[src/rtl/pwc_defines.svh]
/*
 Constants for the port, wake and watchdog configuration bank.
 Assumes inclusion by bare name from the design and bench files.
*/
`ifndef PWC_DEFINES_SVH
`define PWC_DEFINES_SVH

// Register offsets within the expanded bank
`define PWC_OFS_PORT_CFG 4'h0
`define PWC_OFS_WAKE_1 4'hB
`define PWC_OFS_WAKE_2 4'hD
`define PWC_OFS_WDOG 4'hF

// Reset values
`define PWC_RST_PORT_CFG 8'hFE
`define PWC_RST_WAKE_1 7'h00
`define PWC_RST_WAKE_2 2'h0
`define PWC_RST_WDOG 5'h0D

// Port configuration fields
`define PWC_PC_CMP 0
`define PWC_PC_P0_PP 2
`define PWC_PC_P0_STD 3
`define PWC_PC_P2_STD 5
`define PWC_PC_P3_STD 6
`define PWC_PC_OSC_STD 7

// Wake recovery register 1 fields
`define PWC_W1_CLK_FULL 1
`define PWC_W1_SRC_LO 2
`define PWC_W1_SRC_HI 4
`define PWC_W1_DELAY 5
`define PWC_W1_LEVEL 6
`define PWC_W1_FLAG 7

// Watchdog mode fields
`define PWC_WD_TAP_HI 1
`define PWC_WD_HALT 2
`define PWC_WD_STOP 3
`define PWC_WD_XIN 4

// Write window length in system clocks
`define PWC_WD_WINDOW 64

// Watchdog timeouts in system clocks, one per tap code
`define PWC_TMO_TAP_0 12'h080
`define PWC_TMO_TAP_1 12'h100
`define PWC_TMO_TAP_2 12'h200
`define PWC_TMO_TAP_3 12'h800

`endif

[src/rtl/pwc_pkg.sv]
/*
 Types for the port, wake and watchdog configuration bank.
 Assumes the defines header is compiled alongside.
*/
package pwc_pkg;

    // Decoded port drive options
    typedef struct packed {
        logic cmp_to_port3;
        logic port0_push_pull;
        logic port0_standard;
        logic port2_standard;
        logic port3_standard;
        logic osc_standard;
    } pwc_drive_s;

    // Decoded watchdog settings
    typedef struct packed {
        logic clk_from_xin;
        logic run_in_stop;
        logic run_in_halt;
        logic [11:0] timeout_sclk;
    } pwc_wdog_s;

    // Write window state
    typedef enum logic [1:0] {
        PWC_OPEN = 2'b01,
        PWC_LOCKED = 2'b10
    } pwc_win_e;

endpackage

[src/rtl/pwc_config_bank.sv]
/*
 Port drive, stop-mode wake-up and watchdog mode register bank.
 Assumes a synchronous bank-F register port from the core, a recovery
 event pulse from the wake-up logic and a power-on indication.
*/
`timescale 1ns/1ps
`default_nettype none
`include "pwc_defines.svh"

module pwc_config_bank
    import pwc_pkg::*;
#(
    parameter int WINDOW_CLKS = `PWC_WD_WINDOW
)
(
    // Clock, reset, enable
    input wire logic clock_i,
    input wire logic rst_i,
    input wire logic enable_i,
    // Power-on indication, clears the recovery flag
    input wire logic power_on_i,
    // Restart of the watchdog write window
    input wire logic window_restart_i,
    // Stop-mode recovery event from wake-up logic
    input wire logic recovery_event_i,
    // Bank-F register port
    input wire logic [3:0] reg_addr_i,
    input wire logic reg_wr_i,
    input wire logic reg_rd_i,
    input wire logic [7:0] reg_wdata_i,
    output logic [7:0] reg_rdata_o,
    // Port 2 wake sensing
    input wire logic [7:0] port2_pin_i,
    input wire logic [7:0] port2_out_i,
    input wire logic [7:0] port2_dir_out_i,
    output logic [7:0] port2_wake_sense_o,
    // Port drive options
    output pwc_drive_s drive_o,
    // Clock divider
    output logic clk_div2_o,
    // Wake-up logic settings
    output logic wake_level_high_o,
    output logic wake_delay_o,
    output logic [2:0] wake_src_1_o,
    output logic [1:0] wake_src_2_o,
    // Watchdog settings
    output pwc_wdog_s wdog_o,
    output logic wdog_locked_o
);

    // Stored bits
    logic [7:0] port_drive_config; // Full byte, reserved bits kept as written
    logic [6:0] wake_cfg_1; // Writable bits 6..0 of first register
    logic wake_flag; // Recovery flag, bit 7
    logic [1:0] wake_cfg_2; // Source bits of second register
    logic [4:0] watchdog_mode; // Bits 4..0; upper bits read as zero anyway
    pwc_win_e win_state; // Watchdog write window
    logic [6:0] win_count; // Clocks since window opened

    // Decode strobes
    logic wr_port, wr_w1, wr_w2, wr_wd;
    always_comb
    begin
        wr_port = 1'b0;
        wr_w1 = 1'b0;
        wr_w2 = 1'b0;
        wr_wd = 1'b0;
        if (reg_wr_i && reg_addr_i == `PWC_OFS_PORT_CFG)
        begin
            wr_port = 1'b1;
        end
        else if (reg_wr_i && reg_addr_i == `PWC_OFS_WAKE_1)
        begin
            wr_w1 = 1'b1;
        end
        else if (reg_wr_i && reg_addr_i == `PWC_OFS_WAKE_2)
        begin
            wr_w2 = 1'b1;
        end
        else if (reg_wr_i && reg_addr_i == `PWC_OFS_WDOG)
        begin
            wr_wd = 1'b1;
        end
    end

    // Port configuration register
    always_ff @(posedge clock_i)
    begin
        if (rst_i)
        begin
            port_drive_config <= `PWC_RST_PORT_CFG;
        end
        else if (enable_i && wr_port)
        begin
            port_drive_config <= reg_wdata_i;
        end
    end

    // Wake recovery register 1, writable part
    always_ff @(posedge clock_i)
    begin
        if (rst_i)
        begin
            wake_cfg_1 <= `PWC_RST_WAKE_1;
        end
        else if (enable_i && wr_w1)
        begin
            wake_cfg_1 <= reg_wdata_i[6:0];
        end
    end

    // Recovery flag survives ordinary resets; only power-on clears it
    always_ff @(posedge clock_i)
    begin
        if (enable_i)
        begin
            if (recovery_event_i)
            begin
                wake_flag <= 1'b1;
            end
            else if (power_on_i)
            begin
                wake_flag <= 1'b0;
            end
        end
    end

    // Wake recovery register 2
    always_ff @(posedge clock_i)
    begin
        if (rst_i)
        begin
            wake_cfg_2 <= `PWC_RST_WAKE_2;
        end
        else if (enable_i && wr_w2)
        begin
            wake_cfg_2 <= reg_wdata_i[1:0];
        end
    end

    // Write window: opens on reset, window restart or recovery, locks after set count
    always_ff @(posedge clock_i)
    begin
        if (rst_i)
        begin
            win_state <= PWC_OPEN;
            win_count <= 7'h00;
        end
        else if (enable_i)
        begin
            if (window_restart_i || recovery_event_i)
            begin
                win_state <= PWC_OPEN;
                win_count <= 7'h00;
            end
            else
            begin
                case (win_state)
                    PWC_OPEN:
                    begin
                        if (win_count == 7'(WINDOW_CLKS - 1))
                        begin
                            win_state <= PWC_LOCKED;
                        end
                        else
                        begin
                            win_count <= win_count + 7'h01;
                        end
                    end
                    PWC_LOCKED:
                    begin
                        win_state <= PWC_LOCKED;
                    end
                    default:
                    begin
                        win_state <= PWC_LOCKED;
                    end
                endcase
            end
        end
    end

    // Watchdog mode register, guarded by the window
    always_ff @(posedge clock_i)
    begin
        if (rst_i)
        begin
            watchdog_mode <= `PWC_RST_WDOG;
        end
        else if (enable_i && wr_wd && win_state == PWC_OPEN)
        begin
            watchdog_mode <= reg_wdata_i[4:0];
        end
    end

    // Read path: only the flag is readable, all else reads zero
    always_ff @(posedge clock_i)
    begin
        if (rst_i)
        begin
            reg_rdata_o <= 8'h00;
        end
        else if (enable_i)
        begin
            if (reg_rd_i && reg_addr_i == `PWC_OFS_WAKE_1)
            begin
                reg_rdata_o <= {wake_flag, 7'h00};
            end
            else
            begin
                reg_rdata_o <= 8'h00;
            end
        end
    end

    // Registered outputs to drivers, divider, wake logic, watchdog
    always_ff @(posedge clock_i)
    begin
        if (rst_i)
        begin
            drive_o <= '0;
            clk_div2_o <= 1'b1;
            wake_level_high_o <= 1'b0;
            wake_delay_o <= 1'b0;
            wake_src_1_o <= 3'h0;
            wake_src_2_o <= 2'h0;
            wdog_o <= '0;
            wdog_locked_o <= 1'b0;
            port2_wake_sense_o <= 8'h00;
        end
        else if (enable_i)
        begin
            drive_o.cmp_to_port3 <= port_drive_config[`PWC_PC_CMP];
            drive_o.port0_push_pull <= port_drive_config[`PWC_PC_P0_PP];
            drive_o.port0_standard <= port_drive_config[`PWC_PC_P0_STD];
            drive_o.port2_standard <= port_drive_config[`PWC_PC_P2_STD];
            drive_o.port3_standard <= port_drive_config[`PWC_PC_P3_STD];
            drive_o.osc_standard <= port_drive_config[`PWC_PC_OSC_STD];
            clk_div2_o <= ~wake_cfg_1[`PWC_W1_CLK_FULL];
            wake_level_high_o <= wake_cfg_1[`PWC_W1_LEVEL];
            wake_delay_o <= wake_cfg_1[`PWC_W1_DELAY];
            wake_src_1_o <= wake_cfg_1[`PWC_W1_SRC_HI:`PWC_W1_SRC_LO];
            wake_src_2_o <= wake_cfg_2;
            wdog_o.clk_from_xin <= watchdog_mode[`PWC_WD_XIN];
            wdog_o.run_in_stop <= watchdog_mode[`PWC_WD_STOP];
            wdog_o.run_in_halt <= watchdog_mode[`PWC_WD_HALT];
            case (watchdog_mode[`PWC_WD_TAP_HI:0])
                2'b00: wdog_o.timeout_sclk <= `PWC_TMO_TAP_0;
                2'b01: wdog_o.timeout_sclk <= `PWC_TMO_TAP_1;
                2'b10: wdog_o.timeout_sclk <= `PWC_TMO_TAP_2;
                default: wdog_o.timeout_sclk <= `PWC_TMO_TAP_3;
            endcase
            wdog_locked_o <= (win_state == PWC_LOCKED);
            // Output pins feed back their driven level to the wake logic
            port2_wake_sense_o <= (port2_dir_out_i & port2_out_i)
                | (~port2_dir_out_i & port2_pin_i);
        end
    end
endmodule
`default_nettype wire

[config.mk]
export PLATFORM = sky130hd
export DESIGN_NAME = pwc_config_bank
export DESIGN_NICKNAME = d
export VERILOG_FILES = /design/src/rtl/pwc_pkg.sv /design/src/rtl/pwc_config_bank.sv
export VERILOG_INCLUDE_DIRS = /design/src /design/src/rtl
export SDC_FILE = /design/constraint.sdc
export NUM_CORES = 1
export LEC_CHECK = 0
export BUFFER_PORTS_ARGS = -buffer_cell sky130_fd_sc_hd__buf_2
export CAP_MARGIN = 20
export CORE_MARGIN = 2
export CORE_UTILIZATION = 30
export DETAILED_ROUTE_END_ITERATION = 8
export GPL_TIMING_DRIVEN = 0
export PLACE_DENSITY_LB_ADDON = 0.25
export REMOVE_ABC_BUFFERS = 1
export SETUP_SLACK_MARGIN = 0.2
export SLEW_MARGIN = 5
export SYNTH_ARGS = -nofsm -noshare
export SYNTH_HDL_FRONTEND = slang
export SYNTH_SLANG_ARGS = --single-unit
[constraint.sdc]
create_clock -name clock_i -period 1.5 [get_ports clock_i]
set_input_delay 0.15 -clock clock_i [delete_from_list [all_inputs] [get_ports clock_i]]
set_output_delay 0.15 -clock clock_i [all_outputs]
set_load 0.005 [all_outputs]
==> key figures, run 1 <==
Yosys
  • Cell Area, Synth: ~0.0026 sq mm
  • Cells after Synth: 267
  • Top cell type's share of synthesized area: a little under half
  • Yosys reg bits: 60
  • Top post-synthesis cells by count: dfxtp_1, nor2_1, mux2i_1
  • Syn Area/Cell: 9.583 sq um
  • Library cells used by synthesis: 41
  • Post-synthesis sequential area ratio: between 40% and 50%
  • Async S/R FF share, synth: 0%
  • EDFF count, synth: 1
  • Synthesis warning total: 0
  • Synth area leaders: dfxtp_1, mux2i_1, nor2_1
  • Dominant cell type by area after synthesis: dfxtp_1
  • Top-count cell post-synth: dfxtp_1
  • Main flop type after synthesis: dfxtp_1

Placement
  • Buffers on Ports: 74
  • Post-DP HPWL: 3712 um
  • Dpl cell area: 0.002963 sq mm
  • GPL Wtd Cong: around 0.74
  • DP Cell Count: 432

Layout
  • Layout cell share with drive strength beyond 1: 32.38%
  • Post-layout util: between 30% and 40%
  • Register area: 0.001219 sq mm
  • Area grow syn2layout: 27.24%
  • Nets: 389
  • Fillers: ~850
  • Multi-input gate area: 0.001240 sq mm
  • Final Cell Area: 0.003256 sq mm
  • N_diodes: 0
  • Final instance count without filler cells: 454

Timing
  • Hold Slack: 50.78 ps
  • Fin. Hold Viols: 0
  • Final setup violation count: 0
  • Final Max Slew Viols: 0
  • Part of the cycle the worst path needs: 93.48%
  • Period minus WS final: 1402 ps
  • RSZ-0062 raised after global routing: true
  • Clock skew: around 5.2 ps
  • FMAX: 713.2 MHz

Detailed routing
  • Routed vias: 2076
  • Initial DRC Count: 55
  • DRC: 0
  • DR WL/cell: around 12 um
  • Antenna viol nets, final: 0
  • Initial DRT Pass Iterations: 4
  • Via/cell ratio: 4.573
  • Routed wire length: roughly 5600 um

Global routing
  • Largest net degree at the start of global routing: 60
  • Grt ovf: 0
  • Global-route wire length before repair: 8928 um
  • Global Route Usage Sum: 12.83%
  • Initial antenna violation count: 0
  • Vias in the first global route: around 1900

Floorplan
  • Core region area: 0.008258 sq mm
  • Ports: 90
  • Die Span Y: around 96 um
  • Chip Width: 96.35 um
  • Initial Utilization: 30.98%
  • Cell Rows: 33
  • Die footprint: roughly 0.0093 sq mm

Min path
  • Min-Delay Path Class: in2reg

Power
  • Leak Pwr: roughly 1.5 nW
  • Pwr Density: 1002 mW/mm^2
  • Peak supply drop: 0.0005510 V

Clock network
  • CTS Buf Count: 9
  • CTS tree: done
  • Hold buffers post-CTS: 0
  • Worst-path clk slew: 60 ps
  • Clk_lat worst skew: 330 ps
  • H-tree levels: 3
  • Clk sinks: 60
  • Clock Root Buffer: clkbuf_8
  • Deepest clock path buffer count: 2

Run status
  • Status: finished, final reports clean

Setup path
  • Startpoint types: flop
  • Max stage delay on crit path: between 500 and 600 ps
  • Crit-path max FO: 6
  • Critical-path cell list: nand3_1 -> or4_1 -> a21oi_1
  • Critical path arrival: 1660 ps
  • Critical path class: reg2reg
  • CP max stage cell: or4_1
  • Crit end category: flop
  • CP required: 1760 ps

Flow run
  • Number of max-cap violations: 0
stage by stage:
stage / worst slack (ps) / power, W / setup TNS (ps)
floorplan: 48.81 / 0.001800 / 0
global placement: -1015 / 0.001964 / -22450
detailed placement: -295.5 / 0.001972 / -3710
CTS: 111.7 / 0.003331 / 0
global route: 12.01 / 0.003439 / 0
finish: 97.78 / 0.003264 / 0
layout make-up:
class,instances,area share (%)
sequential,60,37.43
multi-input combinational,183,38.09
inverter,9,1.038
timing repair buffer,81,13.84
tap,105,4.035
clock inverter,1,0.1537
clock buffer,15,5.419
worst paths after layout:
check / startpoint / slack [ps] / depth (start not counted) / end
max: win_count[2]$_SDFFE_PP0P_ / 100 / 3 / win_count[3]$_SDFFE_PP0P_
min: recovery_event_i / 50 / 1 / wake_flag$_SDFFCE_PP1P_
max reg2reg: win_count[2]$_SDFFE_PP0P_ / 100 / 3 / win_count[3]$_SDFFE_PP0P_
min reg2reg: win_count[6]$_SDFFE_PP0P_ / 450 / 2 / win_count[6]$_SDFFE_PP0P_
layout by cell type (no fill, tap or decap), types with 6 or more instances in the layout:
master and n:
nand2_1 9, a21oi_1 9, inv_1 9, buf_2 73, a211o_1 8, dfxtp_1 55
conb_1 15, a211oi_1 10, buf_4 6, clkbuf_8 12, nand2b_1 10, nor2_1 45
mux2i_1 35
worst max-delay path: cells and delay by family, from the launching register on:
kind,cells,cell delay (ps)
DFF,1,480
AOI/OAI and AO/OA,1,130
and+or+nand+nor,2,730
sequential cells by signal, summed over array words and instances (netlist names), 2 cells and up:
name and count:
wake_src_2_o 2, port2_wake_sense_o 8, drive_o 6, wdog_o 7, wake_src_1_o 3, wake_cfg_1 6, win_count 7, wake_cfg_2 2
port_drive_config 6, watchdog_mode 5, win_state 2
what timing repair did:
action | in CTS | in global routing
endpoints found under the setup margin | 18 | 18
pin swaps | 11 | 0
resized for setup | 12 | 2
setup buffers | 5 | 0
cell families (layout without fill, tap and decap cells):
logic type / after synthesis / in the layout / synth area share (%)
adders and majority gates: 1 / 1 / 0.4889
muxes: 35 / 35 / 13.69
other: 1 / 15 / 0.1466
DFF: 60 / 60 / 47.33
AOI/OAI and AO/OA: 43 / 43 / 12.52
and+or+nand+nor: 89 / 89 / 17.85
buffers and inverters: 38 / 106 / 7.971
layer usage:
metal	part of all wire, %	track usage [%]	vias up
met2	47	21.64	64
met1	44	14.62	957
met3	7.8	6.343	3
met5	0	0	-
met4	0.68	2.817	0
li1	-	-	1052
where the power goes:
group | internal, W | switching (W)
combinational | 0.000137 | 0.000149
clock | 0.000735 | 0.000583
sequential | 0.00164 | 0.0000207
total | 0.00251 | 0.000753
Power figures use the tool's default switching activity.
==> run 2: changes to the inputs <==
- CORE_ASPECT_RATIO: default -> 1.1
- clock period: 1.5 -> 1.2 ns (I/O delays scaled with it)
==> key figures, run 2 (synthesized netlist as in run 1, its figures left out) <==
Min path
  • Min-Delay Path Class: in2reg

Placement
  • GPL Wtd Cong: a little under 0.8
  • Post-DP HPWL: 3661 um
  • DP Cell Count: 438
  • Dpl cell area: 0.002970 sq mm
  • Buffers on Ports: 74

Power
  • Power Internal: 0.003204 W
  • Switch share: 23.57%
  • Clock power share: about two fifths
  • Pwr Density: 1210 mW/mm^2
  • Gate power share: 9.7%
  • Reg power frac: 49.4%
  • Peak supply drop: 0.0006387 V
  • Leak Pwr: 1.576 nW
  • Switching power: slightly below 0.001 W

Clock network
  • Clk sinks: 60
  • Worst-path clk slew: 60 ps
  • Deepest clock path buffer count: 2
  • CTS Buf Count: 9
  • Clock Root Buffer: clkbuf_8
  • H-tree levels: 3
  • Clk_lat worst skew: 330 ps
  • CTS tree: done

Global routing
  • Grt ovf: 0
  • Vias in the first global route: approximately 2000
  • Largest net degree at the start of global routing: 60
  • Initial antenna violation count: 0
  • Global Route Usage Sum: 12.61%
  • Global-route wire length before repair: 9308 um

Detailed routing
  • Routed vias: 2156
  • Via/cell ratio: 4.558
  • Initial DRC Count: 34
  • Routed wire length: ~5800 um
  • DRC: 0
  • Antenna viol nets, final: 0
  • DR WL/cell: 12.30 um
  • Initial DRT Pass Iterations: 4

Floorplan
  • Initial Utilization: 30.75%
  • Core region area: 0.008320 sq mm
  • Chip Width: 92.06 um
  • Die Span Y: 100.9 um
  • Cell Rows: 35
  • Die footprint: 0.009285 sq mm
  • Ports: 90

Timing
  • Part of the cycle the worst path needs: 120.9%
  • Worst slew pin tran: 599.5 ps
  • FMAX: 689.0 MHz
  • Clock skew: 5.527 ps
  • Fin. Hold Viols: 0
  • Final setup margin: -251.4 ps
  • Period minus WS final: 1451 ps
  • Final Max Slew Viols: 0
  • Final setup violation count: 14
  • Slew HR: approximately 60%
  • RSZ-0062 raised after global routing: true

Setup path
  • Critical path arrival: 1700 ps
  • Crit-path max FO: 5
  • Critical path class: reg2reg
  • CP required: roughly 1500 ps
  • Crit end category: flop
  • Startpoint types: flop

Layout
  • Commonest cells after routing, fill and taps aside: buf_2, dfxtp_1, nor2_1, mux2i_1, conb_1
  • Final Cell Area: ~0.0035 sq mm
  • Commonest non-fill, non-tap cell in the layout: buf_2
  • Layout cell share with drive strength beyond 1: between 30% and 40%
  • Most flop-heavy register: port2_wake_sense_o
  • N_diodes: 0
  • Area grow syn2layout: 35.40%
  • Top Registers: port2_wake_sense_o x8, wdog_o x7, win_count x7
  • Final instance count without filler cells: about 470
  • Max FFs per register: 8
  • Nets: between 400 and 500

Run status
  • Failing checks: setup timing
  • Status: complete, but fails checks

Flow run
  • Number of max-cap violations: 0
## run 2: metrics by stage
stage / hold slack [ps] / TNS (ps) / power, W / util, % / setup slack, ps
2_1_floorplan: 189.1 / -1348 / 0.002250 / - / -251.2
3_3_place_gp: 353.3 / -35860 / 0.002456 / 35.46 / -1130
3_5_place_dp: 358.0 / -17760 / 0.002467 / 35.70 / -710.4
4_1_cts: 5.223 / -1821 / 0.004250 / 40.53 / -229.5
5_1_grt: 16.90 / -2792 / 0.004400 / 41.64 / -297.7
6_report: 21.49 / -1866 / 0.004192 / 41.64 / -251.4
## run 2: critical path: stages, from the launching register on
cell	delay (ps)
dfxtp_4	350
ha_4	170
nand4b_4	120
o21ai_4	100
or4_1	480
a31oi_1	150
## run 2: metal layers
layer,up-vias,wire (um),global-route usage [%]
met3,8,346,4.488
met4,0,83,4.478
met5,-,0,0
met2,69,2799,21.72
li1,1082,-,-
met1,997,2589,14.53
## run 2: power groups by stage
stage	sequential, W	clock (W)	combinational [W]
3_3_place_gp	0.00212	0	0.000337
6_report	0.00207	0.00171	0.000406
4_1_cts	0.00207	0.00178	0.000392
2_1_floorplan	0.00212	0	0.000126
3_5_place_dp	0.00212	0	0.000346
5_1_grt	0.00208	0.00187	0.000451
## run 2: worst paths after layout
| kind | from | cells after the start | to | slack [ps] |
|---|---|---|---|---|
| worst min register to register | win_count[6]$_SDFFE_PP0P_ | 2 | win_count[6]$_SDFFE_PP0P_ | 450 |
| worst min-delay path | recovery_event_i | 1 | wake_flag$_SDFFCE_PP1P_ | 20 |
| worst max register to register | win_count[1]$_SDFFE_PP0P_ | 5 | win_count[2]$_SDFFE_PP0P_ | -250 |
| worst max-delay path | win_count[1]$_SDFFE_PP0P_ | 5 | win_count[2]$_SDFFE_PP0P_ | -250 |
## run 2: final cells by class
class | count | area, sq um
Clock buffer | 11 | 131.4
Clock inverter | 5 | 52.55
Fill cell | 869 | 4856
Inverter | 9 | 33.78
Multi-Input combinational cell | 184 | 1279
Sequential cell | 60 | 1222
Tap cell | 111 | 138.9
Timing Repair Buffer | 93 | 606.8
## run 2: what timing repair did
item / CTS / global route
setup buffers: 12 / 4
resized for setup: 21 / 9
hold buffers: 0 / 0
setup endpoints to repair: 28 / 22
pin swaps: 13 / 9
gates cloned: 2 / 0
